### src/wsg_pkg.sv
package wsg_pkg;

   // register offsets on the plain register port
   localparam logic [3:0] OFF_PROG_DATA_WAIT = 4'h0;
   localparam logic [3:0] OFF_IO_WAIT        = 4'h1;
   localparam logic [3:0] OFF_WAIT_MAP       = 4'h2;
   localparam logic [3:0] OFF_STATUS         = 4'h3;

   // reset values
   localparam logic [15:0] RST_PROG_DATA_WAIT = 16'hffff;
   localparam logic [15:0] RST_IO_WAIT        = 16'hffff;
   localparam logic [4:0]  RST_WAIT_MAP       = 5'h0f;

   // wait_map_control bit positions
   localparam int MAP_PROG_BIT   = 0;
   localparam int MAP_DATA_BIT   = 1;
   localparam int MAP_IO_LO_BIT  = 2;
   localparam int MAP_IO_HI_BIT  = 3;
   localparam int MAP_BLOCK_BIT  = 4;
   localparam int MAP_WIDTH      = 5;

   // field layout of program_data_wait_states
   localparam int FIELD_WIDTH    = 2;
   localparam int DATA_FIELD_LSB = 8;

   // address bits that pick a field
   localparam int PD_BLOCK_MSB   = 15;
   localparam int PD_BLOCK_LSB   = 14;
   localparam int IO_PAIR_MSB    = 3;
   localparam int IO_PAIR_LSB    = 1;
   localparam int IO_BLOCK_MSB   = 15;
   localparam int IO_BLOCK_LSB   = 13;

   // data-space window onto the i/o ports
   localparam logic [15:0] MMIO_BASE = 16'h0050;
   localparam logic [15:0] MMIO_LAST = 16'h005f;

   // wait counts
   localparam int             WAIT_WIDTH = 3;
   localparam logic [2:0]     WAIT_MAX   = 3'h7;

   typedef enum logic [1:0] {
      SPACE_PROG = 2'b00,
      SPACE_DATA = 2'b01,
      SPACE_IO   = 2'b10
   } wsg_space_t;

endpackage : wsg_pkg

### src/wsg_field_map.sv
`timescale 1ns/100ps
module wsg_field_map (
   input  wire logic [1:0] field,
   input  wire logic       log_map,
   output logic      [2:0] wait_count
);

   always_comb begin
      case (log_map)
         1'b0:    wait_count = {1'b0, field};
         1'b1:    wait_count = {&field, field[1], |field};
         default: wait_count = 3'h0;
      endcase
   end

endmodule : wsg_field_map

### src/wsg_wait_gen.sv
// Our own choices: the address map and strobed register access.
`timescale 1ns/100ps
// How it works
// - io space select marks every port access
// - data addresses 50h-5Fh reach i/o ports
// - software waits stretch cycles zero to seven
// - all fields zero stops the wait counter
// - low byte program, high byte data fields
// - address bits 15:14 pick program/data field
// - block mode clear: port bits 3:1 pick
// - block mode set: address bits 15:13 pick
// - on-chip accesses never get wait states
// - map bit zero: waits equal field value
// - map bit one: 0,1,3,7 waits
// - map bits: prog, data, io low, io high, block
// - external access loads counter, nonzero stalls cpu
// - stall until counter zero and ready high
// - counter and ready both drive cpu wait
// - ready sampled on falling clock edge
// - ready looked at only in last cycle
module wsg_wait_gen (
   input  wire logic        clk,
   input  wire logic        rstn,
   // register port
   input  wire logic [3:0]  reg_addr,
   input  wire logic [15:0] reg_wdata,
   input  wire logic        reg_we,
   input  wire logic        reg_re,
   output logic      [15:0] reg_rdata,
   // cpu access side
   input  wire logic        access_start,
   input  wire logic [1:0]  access_space,
   input  wire logic [15:0] access_addr,
   input  wire logic        access_external,
   output logic             cpu_wait,
   // external bus side
   input  wire logic        ext_ready,
   output logic             io_space_select,
   output logic             machine_clock_output,
   output logic             wait_clock_on
);

   logic [15:0] pd_wait_r;
   logic [15:0] io_wait_r;
   logic [4:0]  map_r;
   logic [15:0] rdata_r;
   logic [2:0]  cnt_r;
   logic [2:0]  cnt_nxt;
   logic        busy_r;
   logic        io_r;
   logic        rdy_meta_r;
   logic        rdy_sync_r;

   wire         start_ok;
   wire         start_ext;
   wire         is_prog;
   wire         is_data;
   wire         in_mmio;
   wire         is_io;
   wire         block_mode;
   wire  [1:0]  pd_idx;
   wire  [2:0]  io_idx;
   wire  [3:0]  pd_bit;
   wire  [3:0]  io_bit;
   wire  [1:0]  prog_field;
   wire  [1:0]  data_field;
   wire  [1:0]  io_field;
   wire  [1:0]  sel_field;
   wire         sel_map;
   wire  [2:0]  wait_sel;
   wire  [2:0]  load_val;
   wire         gen_active;
   wire         wait_now;
   wire         dec_wait;
   wire         sel_pd;
   wire         sel_io;
   wire         sel_map_reg;
   wire         sel_stat;
   wire  [15:0] status_word;
   wire  [15:0] rd_mux;

   // access decode
   assign start_ok   = access_start & ~busy_r;
   assign is_prog    = access_space == wsg_pkg::SPACE_PROG;
   assign is_data    = access_space == wsg_pkg::SPACE_DATA;
   assign in_mmio    = is_data
                       & (access_addr >= wsg_pkg::MMIO_BASE)
                       & (access_addr <= wsg_pkg::MMIO_LAST);
   assign is_io      = (access_space == wsg_pkg::SPACE_IO) | in_mmio;
   // mapped ports are always off chip; everything else as the core says
   assign start_ext  = start_ok & (access_external | in_mmio);

   // field selection
   assign block_mode = map_r[wsg_pkg::MAP_BLOCK_BIT];
   assign pd_idx     = access_addr[wsg_pkg::PD_BLOCK_MSB:wsg_pkg::PD_BLOCK_LSB];
   assign io_idx     = block_mode
                       ? access_addr[wsg_pkg::IO_BLOCK_MSB:wsg_pkg::IO_BLOCK_LSB]
                       : access_addr[wsg_pkg::IO_PAIR_MSB:wsg_pkg::IO_PAIR_LSB];
   assign pd_bit     = {1'b0, pd_idx, 1'b0};
   assign io_bit     = {io_idx, 1'b0};
   assign prog_field = pd_wait_r[pd_bit +: wsg_pkg::FIELD_WIDTH];
   assign data_field = pd_wait_r[(pd_bit + 4'(wsg_pkg::DATA_FIELD_LSB))
                                 +: wsg_pkg::FIELD_WIDTH];
   assign io_field   = io_wait_r[io_bit +: wsg_pkg::FIELD_WIDTH];

   assign sel_field  = is_io   ? io_field   :
                       is_prog ? prog_field :
                                 data_field;
   assign sel_map    = is_io   ? (io_idx[2] ? map_r[wsg_pkg::MAP_IO_HI_BIT]
                                            : map_r[wsg_pkg::MAP_IO_LO_BIT]) :
                       is_prog ? map_r[wsg_pkg::MAP_PROG_BIT] :
                                 map_r[wsg_pkg::MAP_DATA_BIT];

   wsg_field_map u_field_map (
      .field      (sel_field),
      .log_map    (sel_map),
      .wait_count (wait_sel)
   );

   // wait counter
   // all fields zero means no access can need software waits
   assign gen_active = (|pd_wait_r) | (|io_wait_r);
   assign wait_clock_on = gen_active;

   // start cycle is the first wait cycle, so load one less
   assign load_val   = (wait_sel != 3'h0) ? (wait_sel - 3'h1) : 3'h0;
   assign wait_now   = gen_active & (wait_sel != 3'h0);
   assign dec_wait   = busy_r & (cnt_r != 3'h0);

   // ready counts only once the counter is spent
   assign cpu_wait   = start_ext ? (wait_now | ~rdy_sync_r)
                                 : (dec_wait | (busy_r & ~rdy_sync_r));

   always_comb begin
      cnt_nxt = cnt_r;
      if (start_ext) begin
         cnt_nxt = gen_active ? load_val : 3'h0;
      end else if (cnt_r != 3'h0) begin
         cnt_nxt = cnt_r - 3'h1;
      end
   end

   always_ff @(posedge clk or negedge rstn) begin
      if (!rstn) begin
         cnt_r  <= 3'h0;
         busy_r <= 1'b0;
      end else begin
         cnt_r  <= cnt_nxt;
         busy_r <= cpu_wait;
      end
   end

   // i/o space select
   always_ff @(posedge clk or negedge rstn) begin
      if (!rstn) begin
         io_r <= 1'b0;
      end else if (start_ok) begin
         io_r <= is_io;
      end
   end

   assign io_space_select = start_ok ? is_io : (busy_r & io_r);

   // ready pin: first stage on the falling edge, second on the rising
   assign machine_clock_output = clk;

   always_ff @(negedge clk or negedge rstn) begin
      if (!rstn) begin
         rdy_meta_r <= 1'b1;
      end else begin
         rdy_meta_r <= ext_ready;
      end
   end

   always_ff @(posedge clk or negedge rstn) begin
      if (!rstn) begin
         rdy_sync_r <= 1'b1;
      end else begin
         rdy_sync_r <= rdy_meta_r;
      end
   end

   // register port
   assign sel_pd      = reg_addr == wsg_pkg::OFF_PROG_DATA_WAIT;
   assign sel_io      = reg_addr == wsg_pkg::OFF_IO_WAIT;
   assign sel_map_reg = reg_addr == wsg_pkg::OFF_WAIT_MAP;
   assign sel_stat    = reg_addr == wsg_pkg::OFF_STATUS;

   assign status_word = {11'h000, cnt_r, busy_r, gen_active};

   assign rd_mux = sel_pd      ? pd_wait_r :
                   sel_io      ? io_wait_r :
                   sel_map_reg ? {11'h000, map_r} :
                   sel_stat    ? status_word :
                                 16'h0000;

   always_ff @(posedge clk or negedge rstn) begin
      if (!rstn) begin
         pd_wait_r <= wsg_pkg::RST_PROG_DATA_WAIT;
         io_wait_r <= wsg_pkg::RST_IO_WAIT;
         map_r     <= wsg_pkg::RST_WAIT_MAP;
      end else if (reg_we) begin
         if (sel_pd) begin
            pd_wait_r <= reg_wdata;
         end
         if (sel_io) begin
            io_wait_r <= reg_wdata;
         end
         if (sel_map_reg) begin
            map_r <= reg_wdata[wsg_pkg::MAP_WIDTH-1:0];
         end
      end
   end

   // read data stands for exactly the cycle after the strobe
   always_ff @(posedge clk or negedge rstn) begin
      if (!rstn) begin
         rdata_r <= 16'h0000;
      end else begin
         rdata_r <= reg_re ? rd_mux : 16'h0000;
      end
   end

   assign reg_rdata = rdata_r;
endmodule : wsg_wait_gen

### config.mk
export PLATFORM = sky130hd
export DESIGN_NAME = wsg_wait_gen
export DESIGN_NICKNAME = d
export VERILOG_FILES = /design/src/wsg_pkg.sv /design/src/wsg_field_map.sv /design/src/wsg_wait_gen.sv
export SDC_FILE = /design/constraint.sdc
export NUM_CORES = 1
export LEC_CHECK = 0
export BUFFER_PORTS_ARGS = -buffer_cell sky130_fd_sc_hd__buf_2
export CORE_ASPECT_RATIO = 1.5
export CORE_UTILIZATION = 55
export CTS_BUF_LIST = sky130_fd_sc_hd__clkbuf_8 sky130_fd_sc_hd__clkbuf_16
export CTS_CLUSTER_DIAMETER = 30
export DETAILED_ROUTE_END_ITERATION = 7
export GPL_TIMING_DRIVEN = 1
export PLACE_DENSITY_LB_ADDON = 0.15
export RECOVER_POWER = 25
export SLEW_MARGIN = 0
export SYNTH_ARGS = -nofsm -noshare
export SYNTH_HDL_FRONTEND = slang
export SYNTH_SLANG_ARGS = --single-unit
### constraint.sdc
create_clock -name clk -period 2.6 [get_ports clk]
set_clock_uncertainty 0.05 [all_clocks]
set_input_delay 0.13 -clock clk [delete_from_list [all_inputs] [get_ports clk]]
set_output_delay 0.13 -clock clk [all_outputs]
set_load 0.005 [all_outputs]
==> flow_metrics.tcl, run 1 <==
set metrics [dict create \
    powerDensity_mw_per_mm2 805.8 \
    cp_cell_sequence "mux2i_1, mux4_2, and2b_1, nand3b_1, a31oi_1, a22oi_2, buf_2" \
    numPortBuffers 63 \
    clk_latency_ns 0.49 \
    clk_pin_slew_ns 0.07 \
    period_needed_ns 2.563 \
    rows 33 \
    async_flop_share_pct 100.0 \
    syn_inst 261 \
    startpoint_type "flop" \
    cap_violations 0 \
    leakagePower_nw 1.897 \
    slew_violations 0 \
    worst_pin_slew_ns 1.404 \
    fp.coreArea_mm2 0.005533 \
    startpoint "pd_wait_r[2]" \
    synth_nets 309 \
    vias 2384 \
    syn_area_mm2 0.003204 \
    synth-main-ff-cell "dfstp_2" \
    viasPerCell 5.493 \
    ff2ff_path_depth 10 \
    instances_no_fill 434 \
    outcome "finished clean" \
    grt_pass1_wl_mm 11.83 \
    grt_pass1_vias 2526 \
    final_area_mm2 0.004105 \
    cp.arrival_ns 2.38 \
    grt_overflow 0 \
    finalSetupViolCount 0 \
    grt_max_degree 60 \
    clock.fmax_ghz 0.3902 \
    synth.distinct_cells 54 \
    syn_area_per_cell_um2 12.28 \
    ant_nets 0 \
    ys_seq_elements 60 \
    cts_tree "built" \
    ios 65 \
    cp_slowest_cell "dfstp_2" \
    critPathKind "reg -> out" \
    ys_seq_area_share_pct 48.34 \
    critPathRequiredTime_ns 2.42 \
    final_core_util_pct 74.20 \
    endpoint "cpu_wait" \
    r2r_end "cnt_r[2]" \
    start_util_pct 57.91 \
    dpl_cell_area_mm2 0.003586 \
    wl_per_cell_um 16.57 \
    finalCritPeriodShare_pct 98.57 \
    place_ws_ns 0.1610 \
    die_y_um 95.48 \
    dr.pass1.iters 4 \
    wl_mm 7.193 \
    hp-class "in -> reg" \
    gp_congestion 0.8439 \
    drc 0 \
    layout_setup_ws_ns 0.03720 \
    crit_path_max_fanout 4 \
    grt_usage_pct 26.33 \
    drive_above_1_share_pct 53.02 \
    drtIter0Drc 153 \
    slew_headroom_pct 6.369 \
    antenna_found_initial 0 \
    hold_viol_final 0 \
    dpl.cell_count 389 \
    reg2reg_slack_ns 0.14 \
    synthTopCellsByArea "dfstp_2 (31%), dfrtp_1 (17%), mux2_2 (14%)" \
    dp_hpwl_mm 5.090 \
    synth_top_cell_by_area "dfstp_2" \
    peakVddDrop_mv 0.5489 \
    synth_edf_count 0 \
    synth_warnings 0 \
    cp-end-kind "output pin" \
    antenna_cells_inserted 0 \
    yosysTopAreaCellShare_pct 31.16 \
    r2r_start "map_r[4]" \
    slowest_delay_ns 0.58 \
    die-area_mm2 0.006141 \
    die_width_um 64.32 \
    syn2layout_area_growth_pct 28.11 \
    fin_nets 407 \
    grt_setup_unrepaired "true" \
    hold_slack_ns 0.04790 \
]
layer usage:
metal  share of wire, %  wire [um]  global-route usage, %  vias up
met5                  0          0                      0        -
met4                1.9        136                  15.56        0
met3                3.4        246                  6.818       12
met2                 55       3964                  46.23       54
met1                 40       2845                  28.20     1177
li1                   -          -                      -     1141
sequential cells by signal, indices dropped and copies added, names as in the netlist:
| signal | cells |
|---|---|
| io_wait_r | 16 |
| io_r | 1 |
| pd_wait_r | 16 |
| rdy_sync_r | 1 |
| busy_r | 1 |
| reg_rdata | 16 |
| rdy_meta_r | 1 |
| map_r | 5 |
| cnt_r | 3 |
cell families (layout without fill, tap and decap cells):
family / after synthesis / after routing / share of synthesized area [%]
multiplexers: 74 / 74 / 26.90
AND/OR/NAND/NOR: 73 / 73 / 12.26
flip-flops: 60 / 60 / 48.34
AO/OA/AOI/OAI: 30 / 30 / 7.810
buffers and inverters: 20 / 123 / 3.241
adder cells (fa/ha/maj): 3 / 3 / 1.172
XOR/XNOR: 1 / 1 / 0.2734
worst min-delay path by stage:
| stage | from | endpoint | slack, ns | depth (start not counted) |
|---|---|---|---|---|
| after detailed placement | clk | machine_clock_output | 0.16 | 1 |
| after global routing | reg_re | reg_rdata[2] | 0.06 | 4 |
| after CTS | reg_re | reg_rdata[3] | 0.03 | 4 |
| final | reg_re | reg_rdata[3] | 0.05 | 4 |
| after floorplan | rstn | busy_r | -0.22 | 0 |
| after global placement | clk | machine_clock_output | 0.16 | 1 |
power by group:
part | switching, mW | internal (mW)
sequential | 0.203 | 1.22
clock | 0.378 | 0.667
combinational | 0.372 | 0.470
placed cells by master, fill, tap and decap left out, types with 2 or more instances in the layout:
cell	instances
dfrtp_1	22
buf_4	10
inv_1	10
nor2_1	19
buf_6	2
a21oi_1	9
nor2b_1	5
clkbuf_8	13
nand2b_1	3
ha_1	3
dfstp_2	38
nor4_1	8
a21o_1	3
nor3_1	2
mux2_2	40
mux4_2	4
dlygate4sd3_1	19
and2_1	2
mux2i_1	28
nand4_1	3
a221oi_1	2
bufinv_16	2
o21ai_0	2
nand2_1	17
buf_2	63
what timing repair did:
action / CTS / global route
gates cloned: 0 / 1
endpoints found under the setup margin: 1 / 2
pin swaps: 2 / 4
resized for setup: 2 / 6
hold endpoints to repair: 64 / 0
hold buffers: 19 / 0
setup buffers: 3 / 3
cell usage after synthesis (2+ instances only):
cell type  count
buf_6          3
clkbuf_1       5
buf_2          2
nand2_1       17
inv_1          8
nor4_1         8
ha_1           3
nor3_1         2
nand2b_1       3
nor2_1        19
a21oi_1        9
dfrtp_1       22
mux2_2        40
dfstp_2       38
nand4_1        3
and2_1         2
o21ai_0        3
nor2b_1        6
mux2i_1       28
mux4_2         3
a221oi_1       2
a21o_1         3
critical path: cells and delay by family (launching register included):
kind                   cells  cell delay (ns)
flip-flops                 1             0.58
buffers and inverters      1             0.14
multiplexers               2             0.58
AND/OR/NAND/NOR            2             0.40
AO/OA/AOI/OAI              2             0.24
through the flow:
stage | power, mW | setup TNS (ns)
2_1_floorplan | 1.967 | 0
3_5_place_dp | 2.215 | 0
5_1_grt | 3.485 | -0.1128
4_1_cts | 3.304 | 0
6_report | 3.308 | 0
3_3_place_gp | 2.186 | 0
layout make-up:
cell class | instances | area (um2)
clock inverters | 7 | 83.83
inverters | 7 | 26.28
clock buffers | 14 | 183.9
repair buffers | 95 | 606.8
flip-flops and latches | 60 | 1549
multi-input cells | 181 | 1568
fillers | 422 | 1428
well taps | 70 | 87.58
(Power assumes the default switching activity.)
==> run 2: changes to the inputs <==
CORE_UTILIZATION = 35   (was 55)
clock period = 2.2 ns   (was 2.6 ns; I/O delays follow)
==> flow_metrics.tcl, run 2 (synthesis results as in run 1) <==
set metrics [dict create \
    die_y_um 119.2 \
    syn2layout_area_growth_pct 38.42 \
    path_delay_family "multiplexers" \
    outcome "finished with violations" \
    viasPerCell 4.986 \
    crit_buf_inv 4 \
    finalSetupViolCount 3 \
    antenna_found_initial 0 \
    hold_viol_final 0 \
    fp.coreArea_mm2 0.008881 \
    leakagePower_nw 2.020 \
    start_util_pct 36.08 \
    slowest_delay_ns 0.38 \
    rows 42 \
    r2r_start "map_r[4]" \
    dp_hpwl_mm 6.048 \
    period_needed_ns 2.558 \
    cp_cell_sequence "buf_4, mux2i_4, buf_4, mux4_2, nor2b_4, o31ai_4, buf_6, a22oi_2, buf_2" \
    critPathKind "reg -> out" \
    gp_congestion 0.8414 \
    ios 65 \
    min_to "reg_rdata[0]" \
    die-area_mm2 0.009550 \
    place_ws_ns -0.1229 \
    hold_slack_ns 0.01977 \
    cap_violations 0 \
    vias 2408 \
    startpoint_type "flop" \
    cp_common_cell "buf_4" \
    cts_tree "built" \
    worst_pin_slew_ns 1.470 \
    numPortBuffers 63 \
    ff2ff_path_depth 11 \
    peakVddDrop_mv 0.5189 \
    grt_usage_pct 19.89 \
    slew_violations 0 \
    crit_path_max_fanout 5 \
    slew_headroom_pct 2.025 \
    wl_per_cell_um 17.14 \
    wl_mm 8.277 \
    drtIter0Drc 115 \
    reg2reg_slack_ns -0.15 \
    finalCritPeriodShare_pct 116.3 \
    cp.arrival_ns 2.40 \
    powerDensity_mw_per_mm2 1086 \
    layout_commonest_cell "buf_2" \
    ant_nets 0 \
    clk_latency_ns 0.52 \
    drc 0 \
    dr.pass1.iters 4 \
    hp-class "in -> reg" \
    die_width_um 80.13 \
    cp_slowest_cell "dfrtp_1" \
    nFillCells 835 \
    layout_setup_ws_ns -0.3584 \
    grt_pass1_vias 2585 \
    min-delay-start "reg_addr[0]" \
    cp-end-kind "output pin" \
    antenna_cells_inserted 0 \
    instances_no_fill 483 \
    r2r_end "cnt_r[2]" \
    clock.fmax_ghz 0.3909 \
    clk_pin_slew_ns 0.05 \
    critPathRequiredTime_ns 2.04 \
    grt_overflow 0 \
    violations "setup timing" \
    grt_max_degree 60 \
    grt_pass1_wl_mm 13.50 \
    tns_ns -0.5141 \
    final_cell_mix "buf_2 (62), mux2_2 (39), dfstp_2 (38), mux2i_1 (28), dfrtp_1 (22)" \
    holdPathStages 3 \
    drive_above_1_share_pct 55.76 \
    fin_nets 416 \
    p_total_mw 4.819 \
    dpl.cell_count 443 \
    grt_setup_unrepaired "true" \
]
==> run 2: changes by cell type in the layout (fill, tap and decap cells not counted), moves of 2 or more <==
cell	change
clkbuf_8	-12
bufinv_16	+2
inv_1	-2
buf_4	+11
clkbuf_16	+12
==> run 2: worst min-delay path, stage by stage <==
cell and delay [ns]:
buf_2 0.17, a21oi_1 0.14, nor2b_1 0.05
==> run 2: repair_timing <==
action	CTS	global route
gates cloned	0	0
gates resized for setup	5	5
endpoints found under the hold margin	64	0
endpoints found under the setup margin	3	5
setup buffers	2	0
hold buffers	19	0
pin swaps	3	2
==> run 2: power by group <==
part	switching (mW)	internal, mW	total [mW]
logic	0.465	0.610	1.07
clock network	0.570	1.50	2.07
registers	0.237	1.44	1.68
total	1.27	3.55	4.82
==> run 2: layer usage <==
layer,part of all wire (%),track usage [%],vias up
li1,-,-,1159
met1,40,22.06,1198
met2,55,34.03,37
met3,2.4,4.368,14
met4,3.0,11.83,0
met5,0,0,-
==> run 2: worst max-delay path by stage <==
stage / startpoint / end / slack, ns / depth (start not counted)
global placement: map_r[4] / cnt_r[2] / -0.08 / 9
CTS: map_r[4] / cpu_wait / -0.41 / 8
finish: map_r[4] / cpu_wait / -0.36 / 9
floorplan: map_r[4] / cnt_r[2] / -0.04 / 9
detailed placement: map_r[4] / cnt_r[2] / -0.12 / 9
global route: map_r[4] / cpu_wait / -0.43 / 9
==> run 2: metrics by stage <==
step | util (%) | instance area [um2]
after floorplan | - | 3203
after global placement | 42.11 | 3740
after detailed placement | 42.11 | 3740
after CTS | 49.72 | 4415
after global routing | 49.94 | 4436
final | 49.94 | 4436
==> run 2: layout make-up <==
class                      instances  area, um2  share of cell area [%]
inverter                           7      26.28                  0.5924
timing repair buffer             104      673.1                   15.18
clock inverter                     7      138.9                   3.131
clock buffer                      14      319.1                   7.193
sequential                        60       1549                   34.92
multi-input combinational        181       1592                   35.88
tap                              110      137.6                   3.103
